===== config.mk =====
export PLATFORM = sky130hd
export DESIGN_NAME = px_crossbar
export DESIGN_NICKNAME = d
export VERILOG_FILES = /design/src/px_pkg.sv /design/src/px_crossbar.sv
export VERILOG_INCLUDE_DIRS = /design/src
export SDC_FILE = /design/constraint.sdc
export NUM_CORES = 2
export LEC_CHECK = 0
export CORE_ASPECT_RATIO = 0.6
export CORE_MARGIN = 5
export CORE_UTILIZATION = 44
export CTS_CLUSTER_SIZE = 8
export DETAILED_ROUTE_END_ITERATION = 8
export DONT_BUFFER_PORTS = 1
export HOLD_SLACK_MARGIN = 0.12
export PLACE_DENSITY = 0.69
export SLEW_MARGIN = 20
export SYNTH_ARGS = -nofsm -noshare
export SYNTH_HDL_FRONTEND = slang
export SYNTH_SLANG_ARGS = --single-unit

===== constraint.sdc =====
create_clock -name mclk -period 13 [get_ports mclk]
set_clock_uncertainty 0.1 [all_clocks]
set_input_delay 1.95 -clock mclk [delete_from_list [all_inputs] [get_ports mclk]]
set_output_delay 1.95 -clock mclk [all_outputs]
set_load 0.05 [all_outputs]

===== src/px_defines.svh =====
// Constants for the priority pin crossbar: offsets, fields, codes, resets
//----------------------------------------------------------------------
//----------------------------------------------------------------------
`ifndef PX_DEFINES_SVH
`define PX_DEFINES_SVH

// Pin and function counts
`define PX_NPIN 23
`define PX_NSLOT 20
`define PX_NFN 26

// function_select_0 field positions
`define PX_SEL0_UART 0
`define PX_SEL0_SPIA 1
`define PX_SEL0_SMB 2
`define PX_SEL0_SYSCK 3
`define PX_SEL0_CMPA 4
`define PX_SEL0_CMPA_ASYNC 5
`define PX_SEL0_CMPB 6
`define PX_SEL0_CMPB_ASYNC 7
// function_select_1 field positions
`define PX_SEL1_CH_LSB 0
`define PX_SEL1_ECI 3
`define PX_SEL1_T0 4
`define PX_SEL1_T1 5
`define PX_SEL1_SPIB 6
// function_select_2 field position
`define PX_SEL2_XBAR_EN 6

// Function codes carried by the pin owner map, 0 means GPIO
`define PX_FN_NONE 5'h00
`define PX_FN_SPIA_SCK 5'h01
`define PX_FN_SPIA_NSS 5'h04
`define PX_FN_SMB_SDA 5'h05
`define PX_FN_SMB_SCL 5'h06
`define PX_FN_UART_TX 5'h15
`define PX_FN_UART_RX 5'h16
`define PX_FN_SPIB_SCK 5'h17
`define PX_FN_SPIB_NSS 5'h1A

// Fixed pin indices (port*8 + bit), then the small-package match mask
`define PX_PIN_VREF 0
`define PX_PIN_ANALOG_GROUND_REF 1
`define PX_PIN_XTAL_IN 2
`define PX_PIN_XTAL_OUT 3
`define PX_PIN_UART_TX 4
`define PX_PIN_UART_RX 5
`define PX_PIN_IREF 7
`define PX_PIN_SPIB_SCK 8
`define PX_MATCH_SMALL_MASK 16'h3FFF

// Reset values
`define PX_OWNER_RST 5'h00
`define PX_BIT_RST 1'b0

`endif


===== src/px_pkg.sv =====
// Types shared by the priority pin crossbar
package px_pkg;
	// Owner code of one pin: 0 GPIO, 1..20 crossbar slots, 21..26 fixed
	typedef logic [4:0] px_code_t;
	// One bit per assignable pin P0.0..P2.6
	typedef logic [22:0] px_pins_t;
	// One bit per function line
	typedef logic [25:0] px_fn_t;
	// Analog input select code
	typedef logic [4:0] px_sel_t;
endpackage


===== src/px_crossbar.sv =====
// Priority pin crossbar with event capture and analog input routing
`timescale 1ns/1ps
`include "px_defines.svh"
module px_crossbar (
	input wire logic mclk,
	input wire logic srst,
	input wire logic [7:0] function_select_0,
	input wire logic [7:0] function_select_1,
	input wire logic [7:0] function_select_2,
	input wire logic [7:0] port0_skip_mask,
	input wire logic [7:0] port1_skip_mask,
	input wire logic [7:0] port2_skip_mask,
	input wire px_pkg::px_pins_t output_mode_select,
	input wire px_pkg::px_pins_t port_latch,
	input wire px_pkg::px_pins_t pin_analog,
	input wire logic spi_a_four_wire,
	input wire logic spi_b_four_wire,
	input wire logic vref_en,
	input wire logic analog_ground_ref_en,
	input wire logic xtal_en,
	input wire logic iref_en,
	input wire px_pkg::px_fn_t fn_out,
	input wire px_pkg::px_fn_t fn_oe,
	output logic [25:0] fn_in,
	input wire px_pkg::px_pins_t pad_i,
	output logic [22:0] pad_o,
	output logic [22:0] pad_oe,
	input wire logic [7:0] ext_irq_pin_config,
	output logic ext_irq0_r,
	output logic ext_irq1_r,
	output logic ext_irq0_edge_r,
	output logic ext_irq1_edge_r,
	input wire logic [7:0] port0_match_mask,
	input wire logic [7:0] port0_match_value,
	input wire logic [7:0] port1_match_mask,
	input wire logic [7:0] port1_match_value,
	input wire logic small_package,
	output logic port_match_r,
	input wire px_pkg::px_sel_t adc_input_select,
	input wire px_pkg::px_sel_t cmp0_input_select,
	input wire px_pkg::px_sel_t cmp1_input_select,
	output logic [22:0] adc_route,
	output logic [22:0] cmp0_route,
	output logic [22:0] cmp1_route
);
	import px_pkg::*;

	//------------------------------------------------------------------
	// Declarations
	//------------------------------------------------------------------
	px_code_t owner_r [`PX_NPIN]; // Registered pin owner map
	px_code_t owner_nxt [`PX_NPIN]; // Next owner map from the search
	px_pins_t skip; // Combined skip mask, P2.7 dropped
	logic [`PX_NSLOT:1] req; // Requested crossbar slots
	px_pins_t sync1_r; // First pad synchroniser stage
	px_pins_t sync2_r; // Second pad synchroniser stage
	px_pins_t pin_rd; // Digital read value, analog reads 0
	px_pins_t fixed_ana; // Pins claimed by fixed analog functions
	px_pins_t pad_o_r, pad_o_nxt; // Registered pad value
	px_pins_t pad_oe_r, pad_oe_nxt; // Registered pad enable
	px_fn_t fn_in_r, fn_in_nxt; // Registered peripheral inputs
	logic irq0_nxt, irq1_nxt; // Next interrupt levels
	logic match_nxt; // Next port match state
	px_pins_t adc_r, cmp0_r, cmp1_r; // Registered analog routes
	logic [2:0] ch_cnt; // Number of counter channels routed
	logic xbar_en; // Crossbar enable bit

	// One-hot pin decode; codes above P2.6 select nothing
	function automatic px_pins_t pin_onehot(input px_sel_t sel);
		px_pins_t v;
		v = '0;
		if (sel < 5'(`PX_NPIN))
			v[sel] = 1'b1;
		return v;
	endfunction

	assign xbar_en = function_select_2[`PX_SEL2_XBAR_EN];
	// P2.7 has no place in the skip vector: it is never a candidate
	assign skip = {port2_skip_mask[6:0], port1_skip_mask,
		port0_skip_mask};

	//------------------------------------------------------------------
	// Slot requests in priority order
	//------------------------------------------------------------------
	// Counter channels are cumulative; the reserved code routes none
	always_comb
	begin
		ch_cnt = function_select_1[`PX_SEL1_CH_LSB +: 3];
		if (ch_cnt == 3'h7)
			ch_cnt = 3'h0;
		req = '0;
		req[3:1] = {3{function_select_0[`PX_SEL0_SPIA]}};
		req[4] = function_select_0[`PX_SEL0_SPIA]
			& spi_a_four_wire;
		req[6:5] = {2{function_select_0[`PX_SEL0_SMB]}};
		// Comparators: A before B, each synchronous before asynchronous
		req[7] = function_select_0[`PX_SEL0_CMPA];
		req[8] = function_select_0[`PX_SEL0_CMPA_ASYNC];
		req[9] = function_select_0[`PX_SEL0_CMPB];
		req[10] = function_select_0[`PX_SEL0_CMPB_ASYNC];
		req[11] = function_select_0[`PX_SEL0_SYSCK];
		for (int c = 0; c < 6; c++)
			req[12 + c] = (3'(c) < ch_cnt);
		req[18] = function_select_1[`PX_SEL1_ECI];
		req[19] = function_select_1[`PX_SEL1_T0];
		req[20] = function_select_1[`PX_SEL1_T1];
	end

	//------------------------------------------------------------------
	// Priority search
	//------------------------------------------------------------------
	// Fixed-pin peripherals first, then a lowest-free-pin walk per slot.
	// Long combinational chain, but it only has to settle in one cycle.
	always_comb
	begin
		logic found;
		found = 1'b0;
		for (int p = 0; p < `PX_NPIN; p++)
			owner_nxt[p] = `PX_FN_NONE;
		// Skipped fixed pins stay reserved even when selected
		if (function_select_0[`PX_SEL0_UART])
		begin
			if (!skip[`PX_PIN_UART_TX])
				owner_nxt[`PX_PIN_UART_TX] = `PX_FN_UART_TX;
			if (!skip[`PX_PIN_UART_RX])
				owner_nxt[`PX_PIN_UART_RX] = `PX_FN_UART_RX;
		end
		if (function_select_1[`PX_SEL1_SPIB])
		begin
			for (int k = 0; k < 4; k++)
				if ((k < 3 || spi_b_four_wire) &&
					!skip[`PX_PIN_SPIB_SCK + k])
					owner_nxt[`PX_PIN_SPIB_SCK + k] =
						`PX_FN_SPIB_SCK + 5'(k);
		end
		// Slot number doubles as the owner code of the pin it wins
		for (int s = 1; s <= `PX_NSLOT; s++)
		begin
			found = 1'b0;
			if (req[s])
				for (int p = 0; p < `PX_NPIN; p++)
					if (!found && !skip[p] &&
						owner_nxt[p] == `PX_FN_NONE)
					begin
						owner_nxt[p] = 5'(s);
						found = 1'b1;
					end
		end
	end

	// Owner map register: settings act on the next cycle
	// Registering the map keeps the long search off the pad path
	always_ff @(posedge mclk)
	begin
		for (int p = 0; p < `PX_NPIN; p++)
			if (srst)
				owner_r[p] <= `PX_OWNER_RST;
			else
				owner_r[p] <= owner_nxt[p];
	end

	//------------------------------------------------------------------
	// Pad input synchroniser
	//------------------------------------------------------------------
	// Two stages against metastability; only the second stage is read.
	// Reset loads the pulled-up idle level, so an active-low interrupt
	// line sees no false edge when reset lets go.
	always_ff @(posedge mclk)
	begin
		if (srst)
		begin
			// Pads idle high through their weak pull-ups
			sync1_r <= '1;
			sync2_r <= '1;
		end
		else
		begin
			// Second stage only ever samples the first
			sync1_r <= pad_i;
			sync2_r <= sync1_r;
		end
	end

	// Analog pins read back zero; the event logic masks them out separately
	assign pin_rd = sync2_r & ~pin_analog;

	// Enabled fixed analog functions keep every driver off their pins
	assign fixed_ana = {15'h0000,
		iref_en, 3'h0,
		xtal_en, xtal_en,
		analog_ground_ref_en, vref_en};

	//------------------------------------------------------------------
	// Pad drive and peripheral input routing
	//------------------------------------------------------------------
	generate
		for (genvar p = 0; p < `PX_NPIN; p++)
		begin : g_pin
			// Per-pin value, mode and enable from its owner
			always_comb
			begin
				logic val, drv, push;
				px_code_t code;
				code = owner_r[p];
				// GPIO default: latch value in the selected output mode
				val = port_latch[p];
				drv = 1'b1;
				push = output_mode_select[p];
				if (code != `PX_FN_NONE)
				begin
					val = fn_out[code - 5'h01];
					drv = fn_oe[code - 5'h01];
				end
				if (code == `PX_FN_SMB_SDA || code == `PX_FN_SMB_SCL)
					push = 1'b0;
				// Open-drain only pulls low; a high value releases the pad
				pad_o_nxt[p] = push & val;
				pad_oe_nxt[p] = xbar_en & drv & ~pin_analog[p] &
					~fixed_ana[p] & (push | ~val);
			end
		end
		for (genvar f = 0; f < `PX_NFN; f++)
		begin : g_fn
			// Peripheral input follows the pin that owns the function
			always_comb
			begin
				// Unowned lines read 0, so an idle peripheral sees nothing
				fn_in_nxt[f] = 1'b0;
				for (int p = 0; p < `PX_NPIN; p++)
					if (owner_r[p] == 5'(f + 1))
						fn_in_nxt[f] = pin_rd[p];
			end
		end
	endgenerate

	//------------------------------------------------------------------
	// Event capture
	//------------------------------------------------------------------
	// Low three bits pick the P0 pin, bit 3 sets active high.
	// An analog pin reads 0, which an active-low line would take as
	// a request, so analog pins are masked out of every event.
	always_comb
	begin
		// Interrupt 0 level
		irq0_nxt = (pin_rd[ext_irq_pin_config[2:0]]
			^ ~ext_irq_pin_config[3])
			& ~pin_analog[ext_irq_pin_config[2:0]];
		// Interrupt 1 level
		irq1_nxt = (pin_rd[ext_irq_pin_config[6:4]]
			^ ~ext_irq_pin_config[7])
			& ~pin_analog[ext_irq_pin_config[6:4]];
		// Any masked digital pin that differs from its match value; the small package drops P1.6 and P1.7
		match_nxt = (({port1_match_mask, port0_match_mask} &
			~pin_analog[15:0] &
			(pin_rd[15:0] ^ {port1_match_value, port0_match_value})) &
			(small_package ? `PX_MATCH_SMALL_MASK : 16'hFFFF))
			!= 16'h0000;
	end

	//------------------------------------------------------------------
	// Output registers
	//------------------------------------------------------------------
	// Every output leaves a flip-flop; reset clears them all
	always_ff @(posedge mclk)
	begin
		if (srst)
		begin
			pad_o_r <= '0;
			pad_oe_r <= '0;
			fn_in_r <= '0;
			ext_irq0_r <= `PX_BIT_RST;
			ext_irq1_r <= `PX_BIT_RST;
			ext_irq0_edge_r <= `PX_BIT_RST;
			ext_irq1_edge_r <= `PX_BIT_RST;
			port_match_r <= `PX_BIT_RST;
			adc_r <= '0;
			cmp0_r <= '0;
			cmp1_r <= '0;
		end
		else
		begin
			pad_o_r <= pad_o_nxt;
			pad_oe_r <= pad_oe_nxt;
			fn_in_r <= fn_in_nxt;
			ext_irq0_r <= irq0_nxt;
			ext_irq1_r <= irq1_nxt;
			// One-cycle pulse on the rising active level
			ext_irq0_edge_r <= irq0_nxt & ~ext_irq0_r;
			ext_irq1_edge_r <= irq1_nxt & ~ext_irq1_r;
			port_match_r <= match_nxt;
			// Analog routes ignore the skip masks: software reserves them
			adc_r <= pin_onehot(adc_input_select);
			cmp0_r <= pin_onehot(cmp0_input_select);
			cmp1_r <= pin_onehot(cmp1_input_select);
		end
	end

	assign pad_o = pad_o_r;
	assign pad_oe = pad_oe_r;
	assign fn_in = fn_in_r;
	assign adc_route = adc_r;
	assign cmp0_route = cmp0_r;
	assign cmp1_route = cmp1_r;
endmodule // px_crossbar


==> impl_summary.md <==
Run status
The run finished with clean final reports.

Critical path
The type of element launching the critical path is an input port. Setup slack on the worst reg-to-reg path comes out at 5920 ps. The master of the slowest instance on the critical path is a211oi_2. STA classifies the critical path endpoint as a register. The critical path required time is 13380 ps. Of all nets on the critical path, the largest fanout is 51.

The kind of critical path is in2reg. The data arrival time of the worst path is 11880 ps. The worst stage delay on the critical path is between 700 and 800 ps.

Detailed routing
The routed via count divided by cell count is 7.538. The final layout contains routed wiring with a total length of 220.3 mm. The DRC violation count after routing is 0. For this block, the initial DRC count from the detailed router was 9806. The count of nets left with antenna violations once routing finished came out at 0. Detailed routing inserted a total of 53663 vias. In the final routed layout, each cell accounts on average for 30.94 µm. The number of iterations in the first detailed-routing pass is 9.

Global route
Global routing finished with a remaining overflow of 0. The met1 demand-to-capacity share in global routing is 53.77%. For this run, global-route usage on met2 was measured as 48.05%. The global-route met3 utilization is 15.63%. The number of antenna violations at the first check in global routing is 12.

The maximum number of pins on one net before global-route repair is 195. The via count of the first global-routing pass came to ~47000. The wire length of the first global-routing pass is 315.7 mm. The total routing usage reported by global routing is 36.55%. The busiest layer in global routing is met1.

Final layout
For this run, the post-layout net count is 6058. The area taken by flip-flops and latches is 6147 µm². Compared with the post-synthesis result, the final layout area differs by 3.751%. The post-route netlist has a little over an eighth of its cells at a drive strength greater than 1. The final-layout fill cell count is 10473. The area of the multi-input gates is ~38000 µm².

Timing
The top achievable clock speed is 86.96 MHz. After layout, the worst path uses 88.45% of the clock period. The final max-slew violation count is 0. Setup repair after global routing left no endpoint under its margin.

The hold violation total from the final report is 0. For the finished layout, the period the worst path requires is about 11000 ps. At the pin with the least slew margin, the transition time is 1316 ps. After routing, the total negative slack on setup checks comes to 0 ps. Setup violations remaining at the end of the flow were counted as 0. The headroom to the max-slew limit is between 10 and 15%.

Floorplan
The core region is 104800 µm². The width of the die is 428.8 µm. The starting density of the core is 44.20%.

In this run the count of I/O pins placed on the die edge is 402. The die covers between 100000 and 150000 µm². The number of core rows is 92. The die is 261.3 µm tall.

Synthesis
After synthesis, the most frequently instantiated cells are nand2_1, nor2_1, a21oi_1, clkbuf_1, mux4_2. The main flop type after synthesis is dfxtp_1. The share of synthesized area in the top cell type comes to 16.05%. The leading cell type by number of instances after synthesis is nand2_1. The biggest area contributor in the post-synthesis netlist is mux4_2.

Counting distinct cell types in the post-synthesis netlist gives about 130. The average instance in the mapped netlist occupies 7.651 µm². In the post-synthesis netlist, the biggest area contributors are mux4_2, dfxtp_1, a21oi_1.

Sequential cells were found to cover a little over an eighth of the synthesized design area. The number of synthesized flops with an enable pin is 0. After synthesis the netlist holds a flip-flop and latch count of ~310.

The synthesized instance count is slightly above 6000. Counting flops with an async set or reset pin after synthesis yields a share of 0%. The Yosys step of the flow raised 0 warnings.

The cell area after technology mapping is 46300 µm². The number of nets handed over by synthesis was between 6000 and 7000.

CTS
The root cell of the clock tree is clkbuf_16. For the worst-skew pair, the clock arrives at the later sink with an insertion delay of between 600 and 700 ps. In this run, CTS created clock tree buffers numbering 45.

The clock net in this run drives a total of 307 sinks. After clock tree synthesis, the clock-pin slew on the worst setup and hold paths is 50 ps. TritonCTS built the clock tree. Buffers inserted to repair hold after CTS numbered 0. The count of cells resized by post-cts repair is 0. The maximum level of the CTS H-tree is 2. The buffers inserted during post-CTS setup optimization is 0. No sink is reached through more buffers than the 3 on the longest clock path.

Pwr
In this run the static leakage power is 15.34 nW. Power spread over the standard cell area amounts to 141.0 nW/µm². The post-layout total power is 6.775 mW. The worst vdd rail ir drop is roughly 0.15 mV.

Place
Detailed placement finished with a half-perimeter wire length of approximately 170 mm. The count of input and output buffers is 0. Routability-driven placement finished with a final weighted congestion of approximately 1.0.

Run
The number of maximum-capacitance constraint violations is 0.

Hold path
In this run the worst hold path is classified as reg2reg.
-- routing by layer --
metal,wire length (µm),vias to the layer above
met2,83160,4473
li1,-,22847
met3,37850,564
met4,6616,12
met1,92080,25767
met5,567,-
-- cell families after synthesis --
group,after synthesis,share of synthesized area [%]
AO/OA/AOI/OAI,1993,30.12
XOR/XNOR,122,2.308
adder cells (fa/ha/maj),156,4.005
buffers and inverters,589,5.077
flip-flops,307,13.27
multiplexers,477,19.40
AND/OR/NAND/NOR,2408,25.82
-- registers in the layout, summed over array words and instances, names as in the netlist --
| name | count |
|---|---|
| owner_r | 115 |
| sync2_r | 23 |
| pad_o | 23 |
| ext_irq1_edge_r | 1 |
| fn_in | 26 |
| ext_irq0_r | 1 |
| cmp1_route | 23 |
| sync1_r | 23 |
| ext_irq0_edge_r | 1 |
| port_match_r | 1 |
| ext_irq1_r | 1 |
| cmp0_route | 23 |
| pad_oe | 23 |
| adc_route | 23 |
-- worst max-delay path: cells and delay by family --
kind | cells | cell delay, ps
fa+ha+maj | 2 | 810
compound gates | 16 | 6190
simple gates | 9 | 2900
-- power breakdown --
group	switching [mW]	internal, mW
logic	2.69	1.60
clock network	0.467	0.646
registers	0.329	1.05
-- layout by cell type, fill, tap and decap left out, drive strengths merged, types with 70 or more instances in the layout --
master  netlist  layout
nor3        204     204
o211ai       95      95
a21oi       472     472
ha          115     115
nand3       269     269
nor2        556     556
nand2b      147     147
o21ai       311     311
xnor2        83      83
a31oi       180     180
o22ai       101     101
o221ai      127     127
nand2       621     621
a211oi       70      70
mux2i        84      84
mux4        330     330
inv          91      92
dfxtp       307     307
nor2b       164     164
buf         102      85
or2         103     103
-- metrics by stage --
step / instance area, µm² / cells / hold slack, ps / worst slack [ps] / utilization, %
finish: 48040 / 7119 / 309.3 / 1501 / 45.86
global route: 48010 / 7108 / 315.4 / 1032 / 45.83
CTS: 47970 / 7105 / 309.2 / 1936 / 45.79
detailed placement: 46730 / 7050 / 296.0 / 1351 / 44.61
global placement: 46730 / 7050 / 290.1 / 1702 / 44.61
floorplan: 46300 / 6052 / 289.5 / 3329 / -
-- layout make-up --
cell class                 instances  area share (%)
clock buffer                      52           2.529
sequential                       307           12.80
clock inverter                     3         0.03907
tap                             1410           3.672
antenna                           14         0.07293
inverter                          92          0.7188
multi-input combinational       5156           78.84
timing repair buffer              85           1.328
-- final timing paths --
path | from | to | cells past startpoint
worst max-delay path | port0_skip_mask[1] | owner_r[2][26] | 27
worst min-delay path | sync1_r[15] | sync2_r[15] | 1
worst max register to register | owner_r[0][10] | fn_in[7] | 27
worst min register to register | sync1_r[15] | sync2_r[15] | 1
Power figures use the tool's default switching activity.
